## src/include/flash_result_pkg.sv

```systemverilog
package flash_result_pkg;

   // ****************************************
   // Operations issued by user logic
   // ****************************************
   typedef enum logic [2:0] {
      OP_NONE,
      OP_READ,
      OP_SID,
      OP_RDID,
      OP_STATUS,
      OP_ERASE,
      OP_WRITE,
      OP_PROTECT
   } op_t;

   // ****************************************
   // Widths, field positions, reset values
   // ****************************************
   localparam int ADDR_W = 24;
   localparam int BYTE_W = 8;
   localparam int PROT_LSB = 2; // Block protect field in status byte
   localparam int PROT_W = 3;
   localparam int SECT_LSB = 16; // Sector number in address
   localparam logic [7:0] BYTE_RST = 8'h00;
   localparam logic [23:0] ADDR_RST = 24'h000000;
   localparam logic [23:0] ADDR_STEP = 24'h000001;

   // Sector protected when its number falls in the top protected span
   function automatic logic is_protected(input logic [23:0] addr, input logic [7:0] stat);
      logic [2:0] bp;
      logic [7:0] mask;
      bp = stat[PROT_LSB +: PROT_W];
      mask = 8'(8'hff << (bp - 3'h1));
      is_protected = (bp != 3'h0) && ((addr[SECT_LSB +: 8] & mask) == mask);
   endfunction

endpackage

```

## src/include/flash_result_if.sv

```systemverilog
`timescale 1ns/10ps
interface flash_result_if;
   import flash_result_pkg::*;

   // Command side, driven by user logic
   logic read;
   logic rden;
   logic read_sid;
   logic read_rdid;
   logic read_status;
   logic sector_erase;
   logic write;
   logic sector_protect;
   logic [23:0] addr;
   logic [7:0] datain;
   logic data_ready;
   // Result side, driven by the controller
   logic busy;
   logic data_valid;
   logic [7:0] dataout;
   logic [23:0] read_address;
   logic [7:0] silicon_ident_out;
   logic [7:0] capacity_id_out;
   logic [7:0] status_out;
   logic erase_refused;
   logic write_refused;

   modport ctrl (
      input read, rden, read_sid, read_rdid, read_status, sector_erase, write,
      input sector_protect, addr, datain, data_ready,
      output busy, data_valid, dataout, read_address, silicon_ident_out,
      output capacity_id_out, status_out, erase_refused, write_refused
   );

   modport user (
      output read, rden, read_sid, read_rdid, read_status, sector_erase, write,
      output sector_protect, addr, datain, data_ready,
      input busy, data_valid, dataout, read_address, silicon_ident_out,
      input capacity_id_out, status_out, erase_refused, write_refused
   );

endinterface // flash_result_if

```

## src/design/flash_ctrl_end.sv

```systemverilog
`timescale 1ns/10ps

// Operation
// [RULE_01] Busy high while executing accepted instruction
// [RULE_02] Busy low once instruction completes
// [RULE_03] Byte strobe marks valid read byte
// [RULE_04] Read byte held until reset or replaced
// [RULE_05] Silicon identification held after its read
// [RULE_06] Erase of protected sector aborted, flagged
// [RULE_07] Write of protected sector aborted, flagged
// [RULE_08] Refusal flag two cycles around busy fall
// [RULE_09] Capacity code held after its read
// [RULE_10] Address of current read byte output
// [RULE_11] Status held until next status read
// [RULE_12] User reads status, samples after busy
// [RULE_13] User holds read permit during reads
// [RULE_14] Status command fetches flash status register
// [RULE_15] Outputs low after reset until accepted
module flash_ctrl_end
   import flash_result_pkg::*;
(
   input wire logic CORE_CLK, // Core clock, 20 MHz
   input wire logic SYS_RST, // Synchronous reset, active high
   flash_result_if.ctrl U, // User logic side
   output logic FL_START, // One-cycle start toward flash engine
   output op_t FL_OP, // Operation for flash engine
   output logic [23:0] FL_ADDR, // Flash address
   output logic [7:0] FL_WDATA, // Byte to write or protect value
   output logic FL_STOP, // Read permit withdrawn, end read
   input wire logic FL_RVALID, // Byte from flash valid
   input wire logic [7:0] FL_RDATA, // Byte from flash
   output logic FL_RREADY, // Controller can take a byte
   input wire logic FL_DONE // Flash engine finished, one cycle
);

   typedef enum logic [1:0] {ST_IDLE, ST_RUN, ST_REFUSE, ST_TAIL} state_t;

   state_t state;
   state_t next_state;
   op_t cur_op;
   op_t req_op;
   logic refused_erase;
   logic flash_done;
   logic [23:0] rd_addr;
   logic [7:0] prot_bits;
   logic head_v;
   logic spare_v;
   logic [7:0] spare_data;
   logic [23:0] spare_addr;
   logic push;
   logic pop;
   logic [7:0] sid;
   logic [7:0] cap;
   logic [7:0] stat;

   // ****************************************
   // Command decode and sequencing
   // ****************************************

   // Fixed priority when several strobes arrive together
   always_comb begin
      if (U.read && U.rden) begin
         req_op = OP_READ;
      end else if (U.read_sid) begin
         req_op = OP_SID;
      end else if (U.read_rdid) begin
         req_op = OP_RDID;
      end else if (U.read_status) begin
         req_op = OP_STATUS;
      end else if (U.sector_erase) begin
         req_op = OP_ERASE;
      end else if (U.write) begin
         req_op = OP_WRITE;
      end else if (U.sector_protect) begin
         req_op = OP_PROTECT;
      end else begin
         req_op = OP_NONE;
      end
   end

   // Erase and write of protected targets skip the flash entirely
   always_comb begin
      next_state = state;
      case (state)
         ST_IDLE: begin
            if (req_op != OP_NONE) begin
               if ((req_op == OP_ERASE || req_op == OP_WRITE)
                   && is_protected(U.addr, prot_bits)) begin
                  next_state = ST_REFUSE; // RULE_06
               end else begin
                  next_state = ST_RUN;
               end
            end
         end
         ST_RUN: begin
            // Done only once the last read byte has left the buffer
            if (flash_done && !head_v && !spare_v) begin
               next_state = ST_IDLE; // RULE_02
            end
         end
         ST_REFUSE: next_state = ST_TAIL;
         default: next_state = ST_IDLE;
      endcase
   end

   always_ff @(posedge CORE_CLK) begin
      if (SYS_RST) begin
         state <= ST_IDLE; // RULE_15
      end else begin
         state <= next_state;
      end
   end

   // Latch the accepted operation and its target
   always_ff @(posedge CORE_CLK) begin
      if (SYS_RST) begin
         cur_op <= OP_NONE;
         refused_erase <= 1'b0;
         FL_ADDR <= ADDR_RST;
         FL_WDATA <= BYTE_RST;
      end else if (state == ST_IDLE && req_op != OP_NONE) begin
         cur_op <= req_op;
         refused_erase <= (req_op == OP_ERASE);
         FL_ADDR <= U.addr;
         FL_WDATA <= U.datain;
      end
   end

   // Start pulse on entry into the run state
   always_ff @(posedge CORE_CLK) begin
      if (SYS_RST) begin
         FL_START <= 1'b0;
      end else begin
         FL_START <= (state == ST_IDLE) && (next_state == ST_RUN);
      end
   end

   // Done is remembered, the buffer may still be draining
   always_ff @(posedge CORE_CLK) begin
      if (SYS_RST) begin
         flash_done <= 1'b0;
      end else if (state != ST_RUN) begin
         flash_done <= 1'b0;
      end else if (FL_DONE) begin
         flash_done <= 1'b1;
      end
   end

   assign FL_OP = cur_op;
   assign FL_STOP = (state == ST_RUN) && (cur_op == OP_READ) && !U.rden; // RULE_13
   assign U.busy = (state == ST_RUN) || (state == ST_REFUSE); // RULE_01
   // Flag spans the last busy cycle and the first idle one
   assign U.erase_refused = (state == ST_REFUSE || state == ST_TAIL) && refused_erase; // RULE_08
   assign U.write_refused = (state == ST_REFUSE || state == ST_TAIL) && !refused_erase; // RULE_07

   // ****************************************
   // Read byte path, two-entry buffer
   // ****************************************

   // A full buffer stalls the flash so no byte is dropped
   assign FL_RREADY = (state == ST_RUN) && !(cur_op == OP_READ && spare_v);
   assign push = FL_RVALID && FL_RREADY && (cur_op == OP_READ);
   assign pop = head_v && U.data_ready;
   assign U.data_valid = head_v; // RULE_03

   // Head register is the output; it is not cleared on pop
   always_ff @(posedge CORE_CLK) begin
      if (SYS_RST) begin
         head_v <= 1'b0;
         spare_v <= 1'b0;
         U.dataout <= BYTE_RST;
         U.read_address <= ADDR_RST;
         spare_data <= BYTE_RST;
         spare_addr <= ADDR_RST;
      end else begin
         if (push && (!head_v || pop) && !spare_v) begin
            head_v <= 1'b1;
            U.dataout <= FL_RDATA; // RULE_04
            U.read_address <= rd_addr; // RULE_10
         end else if (spare_v && pop) begin
            head_v <= 1'b1;
            U.dataout <= spare_data;
            U.read_address <= spare_addr;
            spare_v <= push;
            spare_data <= FL_RDATA;
            spare_addr <= rd_addr;
         end else if (push) begin
            spare_v <= 1'b1;
            spare_data <= FL_RDATA;
            spare_addr <= rd_addr;
         end else if (pop) begin
            head_v <= 1'b0;
         end
      end
   end

   // Address of the next byte the flash will return
   always_ff @(posedge CORE_CLK) begin
      if (SYS_RST) begin
         rd_addr <= ADDR_RST;
      end else if (state == ST_IDLE && req_op != OP_NONE) begin
         rd_addr <= U.addr;
      end else if (push) begin
         rd_addr <= rd_addr + ADDR_STEP; // RULE_10
      end
   end

   // ****************************************
   // Identification and status capture
   // ****************************************

   always_ff @(posedge CORE_CLK) begin
      if (SYS_RST) begin
         sid <= BYTE_RST;
         cap <= BYTE_RST;
         stat <= BYTE_RST;
      end else if (FL_RVALID && FL_RREADY) begin
         if (cur_op == OP_SID) begin
            sid <= FL_RDATA; // RULE_05
         end
         if (cur_op == OP_RDID) begin
            cap <= FL_RDATA; // RULE_09
         end
         if (cur_op == OP_STATUS) begin
            stat <= FL_RDATA; // RULE_14
         end
      end
   end

   // Protection follows both status reads and protect writes,
   // while the visible status changes only on a status read
   always_ff @(posedge CORE_CLK) begin
      if (SYS_RST) begin
         prot_bits <= BYTE_RST;
      end else if (FL_RVALID && FL_RREADY && cur_op == OP_STATUS) begin
         prot_bits <= FL_RDATA;
      end else if (state == ST_RUN && FL_DONE && cur_op == OP_PROTECT) begin
         prot_bits <= FL_WDATA;
      end
   end

   assign U.silicon_ident_out = sid;
   assign U.capacity_id_out = cap;
   assign U.status_out = stat; // RULE_11

endmodule // flash_ctrl_end

```

## src/flat_wrapper.sv

```systemverilog
// flat-port wrapper written by rule: the top's interface ports become plain ports
module flash_ctrl_end_flat import flash_result_pkg::*;
  (CORE_CLK, SYS_RST, FL_START, FL_OP, FL_ADDR, FL_WDATA, FL_STOP, FL_RVALID, FL_RDATA, FL_RREADY, FL_DONE, U_read, U_rden, U_read_sid, U_read_rdid, U_read_status, U_sector_erase, U_write, U_sector_protect, U_addr, U_datain, U_data_ready, U_busy, U_data_valid, U_dataout, U_read_address, U_silicon_ident_out, U_capacity_id_out, U_status_out, U_erase_refused, U_write_refused);
  flash_result_if U_i ();
  input wire logic CORE_CLK;
  input wire logic SYS_RST;
  output logic FL_START;
  output op_t FL_OP;
  output logic [23:0] FL_ADDR;
  output logic [7:0] FL_WDATA;
  output logic FL_STOP;
  input wire logic FL_RVALID;
  input wire logic [7:0] FL_RDATA;
  output logic FL_RREADY;
  input wire logic FL_DONE;
  input wire logic [$bits(U_i.read)-1:0] U_read;
  input wire logic [$bits(U_i.rden)-1:0] U_rden;
  input wire logic [$bits(U_i.read_sid)-1:0] U_read_sid;
  input wire logic [$bits(U_i.read_rdid)-1:0] U_read_rdid;
  input wire logic [$bits(U_i.read_status)-1:0] U_read_status;
  input wire logic [$bits(U_i.sector_erase)-1:0] U_sector_erase;
  input wire logic [$bits(U_i.write)-1:0] U_write;
  input wire logic [$bits(U_i.sector_protect)-1:0] U_sector_protect;
  input wire logic [$bits(U_i.addr)-1:0] U_addr;
  input wire logic [$bits(U_i.datain)-1:0] U_datain;
  input wire logic [$bits(U_i.data_ready)-1:0] U_data_ready;
  output wire logic [$bits(U_i.busy)-1:0] U_busy;
  output wire logic [$bits(U_i.data_valid)-1:0] U_data_valid;
  output wire logic [$bits(U_i.dataout)-1:0] U_dataout;
  output wire logic [$bits(U_i.read_address)-1:0] U_read_address;
  output wire logic [$bits(U_i.silicon_ident_out)-1:0] U_silicon_ident_out;
  output wire logic [$bits(U_i.capacity_id_out)-1:0] U_capacity_id_out;
  output wire logic [$bits(U_i.status_out)-1:0] U_status_out;
  output wire logic [$bits(U_i.erase_refused)-1:0] U_erase_refused;
  output wire logic [$bits(U_i.write_refused)-1:0] U_write_refused;
  assign U_i.read = U_read;
  assign U_i.rden = U_rden;
  assign U_i.read_sid = U_read_sid;
  assign U_i.read_rdid = U_read_rdid;
  assign U_i.read_status = U_read_status;
  assign U_i.sector_erase = U_sector_erase;
  assign U_i.write = U_write;
  assign U_i.sector_protect = U_sector_protect;
  assign U_i.addr = U_addr;
  assign U_i.datain = U_datain;
  assign U_i.data_ready = U_data_ready;
  assign U_busy = U_i.busy;
  assign U_data_valid = U_i.data_valid;
  assign U_dataout = U_i.dataout;
  assign U_read_address = U_i.read_address;
  assign U_silicon_ident_out = U_i.silicon_ident_out;
  assign U_capacity_id_out = U_i.capacity_id_out;
  assign U_status_out = U_i.status_out;
  assign U_erase_refused = U_i.erase_refused;
  assign U_write_refused = U_i.write_refused;
  flash_ctrl_end u_core (.CORE_CLK(CORE_CLK), .SYS_RST(SYS_RST), .U(U_i), .FL_START(FL_START), .FL_OP(FL_OP), .FL_ADDR(FL_ADDR), .FL_WDATA(FL_WDATA), .FL_STOP(FL_STOP), .FL_RVALID(FL_RVALID), .FL_RDATA(FL_RDATA), .FL_RREADY(FL_RREADY), .FL_DONE(FL_DONE));
endmodule
```

## config.mk

```make
export PLATFORM = sky130hd
export DESIGN_NAME = flash_ctrl_end_flat
export DESIGN_NICKNAME = d
export VERILOG_FILES = /design/src/include/flash_result_pkg.sv /design/src/include/flash_result_if.sv /design/src/design/flash_ctrl_end.sv /design/src/flat_wrapper.sv
export SDC_FILE = /design/constraint.sdc
export NUM_CORES = 1
export LEC_CHECK = 0
export ABC_AREA = 0
export BUFFER_PORTS_ARGS = -buffer_cell sky130_fd_sc_hd__buf_2
export CAP_MARGIN = 5
export CORE_UTILIZATION = 55
export CTS_BUF_LIST = sky130_fd_sc_hd__clkbuf_4 sky130_fd_sc_hd__clkbuf_8
export DETAILED_ROUTE_END_ITERATION = 10
export PLACE_DENSITY = 0.81
export REMOVE_ABC_BUFFERS = 1
export SETUP_SLACK_MARGIN = 0.3
export SYNTH_ARGS = -nofsm -noshare
export SYNTH_HDL_FRONTEND = slang
export SYNTH_SLANG_ARGS = --single-unit
```

## constraint.sdc

```tcl
create_clock -name CORE_CLK -period 4.6 [get_ports CORE_CLK]
set_input_delay 0.46 -clock CORE_CLK [delete_from_list [all_inputs] [get_ports CORE_CLK]]
set_output_delay 0.46 -clock CORE_CLK [all_outputs]
set_load 0.005 [all_outputs]
```

==> flow_metrics.tcl <==
set metrics [dict create \
    ys_ff_latch 157 \
    dr.pass1.iters 5 \
    drv_cap 0 \
    reg2reg_from "u_core.state[0]$_SDFF_PP0_" \
    via_per_inst 5.52 \
    grt.overflow.total 0 \
    tns_ps 0 \
    antenna_cells 0 \
    rsz0062_at_grt "no" \
    wl_um 16000 \
    drt-initial-drc-count 418 \
    synth_area_sq_um 6430 \
    rr_endpoint "u_core.spare_addr[20]$_SDFFE_PP0P_" \
    skew_ps 9.29 \
    grtUsageTotal 0.270 \
    ir_worst_vdd_uv 399 \
    yosys.area.top_type_share 0.488 \
    slowest_delay_ps 710 \
    fp.dieArea_sq_um 12100 \
    setup_viol 0 \
    gp_congestion 0.836 \
    drc 0 \
    die_width_um 110 \
    start_kind "flop" \
    wire_per_inst_um 15.1 \
    ys_warn_count 0 \
    postRouteAntennaNets 0 \
    yosysMostFrequentCell "nand2_1" \
    initial_core_util 0.564 \
    clk_pin_slew_ps 80 \
    crit_slowest_cell "nand2_1" \
    cts_made_buffers 17 \
    worst_slew_pin_slew_ps 1140 \
    syn_to_final_growth_pct 19.4 \
    cts_buffer_depth 2 \
    post_cts_buffers 0 \
    die_h_um 110 \
    status "finished, final reports clean" \
    rr_worst_depth 6 \
    synth-main-ff-cell "dfxtp_1" \
    hold_path_class "input pin to flop" \
    cts.sinks 157 \
    cts-root-buf "clkbuf_8" \
    avgSynthCellArea_sq_um 8.21 \
    timing.final.ws_setup_ps 1890 \
    rows 39 \
    drive_gt1_frac 0.219 \
    port_buffers 150 \
    hold_violations 0 \
    clock_latency_ps 460 \
    min-delay-start "U_datain[4]" \
    p_leak_nw 3.12 \
    grt_pass1_wl_um 25000 \
    place_ws_ps 1920 \
    post-route-period-util 0.588 \
    report.final.slew_viol_count 0 \
    dp_hpwl_um 10600 \
    end_kind "flop" \
    cp_common_cell "nand2_1" \
    arrival_ps 3030 \
    layout.nets 967 \
    max_slew_margin 0.239 \
    synth.area.top_cells "dfxtp_1 49%, nand2_1 12%, a21oi_1 9.3%, a22oi_1 3.7%, nor2_1 3.4%" \
    fin_crit_ps 2710 \
    hold_path_end "u_core.FL_WDATA[4]$_SDFFE_PP0P_" \
    fmax_mhz 370 \
    num_vias 5864 \
    synthCells 784 \
    power_per_cell_area_nw_per_um2 373 \
    grt_max_degree 95 \
    worstPathCellList "ha_1 -> nand3b_1 -> o31ai_1 -> nand2_1 -> nand2_1 -> a21oi_1" \
    synth_edf_count 0 \
    reg2reg_slack_ps 1890 \
    antenna_found_initial 0 \
    synth_commonest_cells "200 x nand2_1, 157 x dfxtp_1, 119 x a21oi_1" \
    yosys.area.top_type "dfxtp_1" \
    cts_max_level 4 \
    ys_async_sr_fraction 0 \
    worstPathRequired_ps 4920 \
    seq_area_frac_synth 0.488 \
    path_max_fanout 32 \
    cts_tree "yes" \
    hold_buffers 0 \
    post_cts_resized 0 \
    utilization 0.673 \
    ioPinCount 151 \
    grt_pass1_vias 5155 \
    fill_cells 985 \
    hold_depth 3 \
    crit_type "flop to flop" \
    yosysUniqueCellTypes 45 \
    core_area_sq_um 11400 \
]
## worst max-delay path by stage
stage	end	cells past startpoint	from
after global routing	u_core.spare_addr[8]$_SDFFE_PP0P_	6	u_core.state[0]$_SDFF_PP0_
after detailed placement	u_core.spare_addr[17]$_SDFFE_PP0P_	6	u_core.state[0]$_SDFF_PP0_
after CTS	u_core.spare_addr[20]$_SDFFE_PP0P_	6	u_core.state[0]$_SDFF_PP0_
after global placement	u_core.spare_data[7]$_SDFFE_PP0P_	7	u_core.state[1]$_SDFF_PP0_
final	u_core.spare_addr[20]$_SDFFE_PP0P_	6	u_core.state[0]$_SDFF_PP0_
after floorplan	u_core.rd_addr[16]$_SDFFE_PP0P_	3	U_read_status
## area by class of cell
class	instances	area (sq um)	share of cell area
timing repair buffer	158	826	0.108
clock inverter	9	133	0.0173
clock buffer	23	310	0.0404
sequential	157	3140	0.409
tap	143	179	0.0233
inverter	9	33.8	0.00440
multi-input combinational	563	3060	0.398
## per-stage QoR
stage          power (mW)  instance area [sq um]  hold slack [ps]  std cells
6_report             2.87                   7680              228       1062
5_1_grt              2.99                   7680              211       1062
4_1_cts              2.88                   7680              206       1062
3_5_place_dp         1.78                   7240              443       1030
3_3_place_gp         1.77                   7240              439       1030
2_1_floorplan        1.64                   6210              431        729
## flip-flops by register name, indices dropped and copies added (netlist names)
signal,count
u_core.U.status_out,8
u_core.refused_erase,1
u_core.U.silicon_ident_out,8
u_core.prot_bits,3
u_core.FL_ADDR,24
u_core.U.capacity_id_out,8
u_core.flash_done,1
u_core.U.data_valid,1
u_core.FL_WDATA,8
u_core.FL_START,1
u_core.rd_addr,24
u_core.FL_OP,3
u_core.spare_addr,24
u_core.state,2
u_core.U.read_address,24
u_core.U.dataout,8
u_core.spare_data,8
u_core.spare_v,1
## power by group
| group | internal, mW | total [mW] | switching (mW) |
|---|---|---|---|
| Sequential | 1.42 | 1.47 | 0.0569 |
| Combinational | 0.108 | 0.277 | 0.169 |
| Clock | 0.614 | 1.12 | 0.501 |
| Total | 2.14 | 2.87 | 0.727 |
## critical path, delay by kind of cell, from the launching register on
| kind | cells | cell delay (ps) |
|---|---|---|
| DFF | 1 | 440 |
| and+or+nand+nor | 3 | 1330 |
| AOI/OAI and AO/OA | 2 | 430 |
| adders and majority gates | 1 | 380 |
## cell families after synthesis
group | Yosys count | share of synthesized area
fa+ha+maj | 8 | 0.0156
simple gates | 323 | 0.221
buf+inv | 64 | 0.0397
mux | 17 | 0.0266
flops | 157 | 0.488
compound gates | 192 | 0.178
xor+xnor | 23 | 0.0313
## cell usage in the layout (no fill, tap or decap), types with 2 or more instances in the layout
master / instances
clkinvlp_4: 5
mux2i_1: 16
a22oi_1: 32
nand4_1: 13
bufinv_16: 3
a211oi_2: 3
inv_1: 9
dfxtp_1: 157
a211oi_1: 19
o21ai_0: 7
and3_1: 7
nor4_4: 2
xnor2_1: 8
nand2_1: 200
a31oi_1: 3
and4_1: 3
nor2b_1: 7
or3_1: 3
buf_2: 149
and2_1: 4
a21oi_1: 119
nand4b_1: 3
nand3_1: 7
nor3_1: 5
ha_1: 8
buf_4: 8
nor2_1: 57
clkbuf_8: 22
nor3b_1: 3
xor2_1: 15
## metal layers
metal	global-route usage	routed length [um]
met1	0.348	7060
met4	0.111	297
met2	0.423	7630
met3	0.0794	996
met5	0	0
Power figures use the tool's default switching activity.
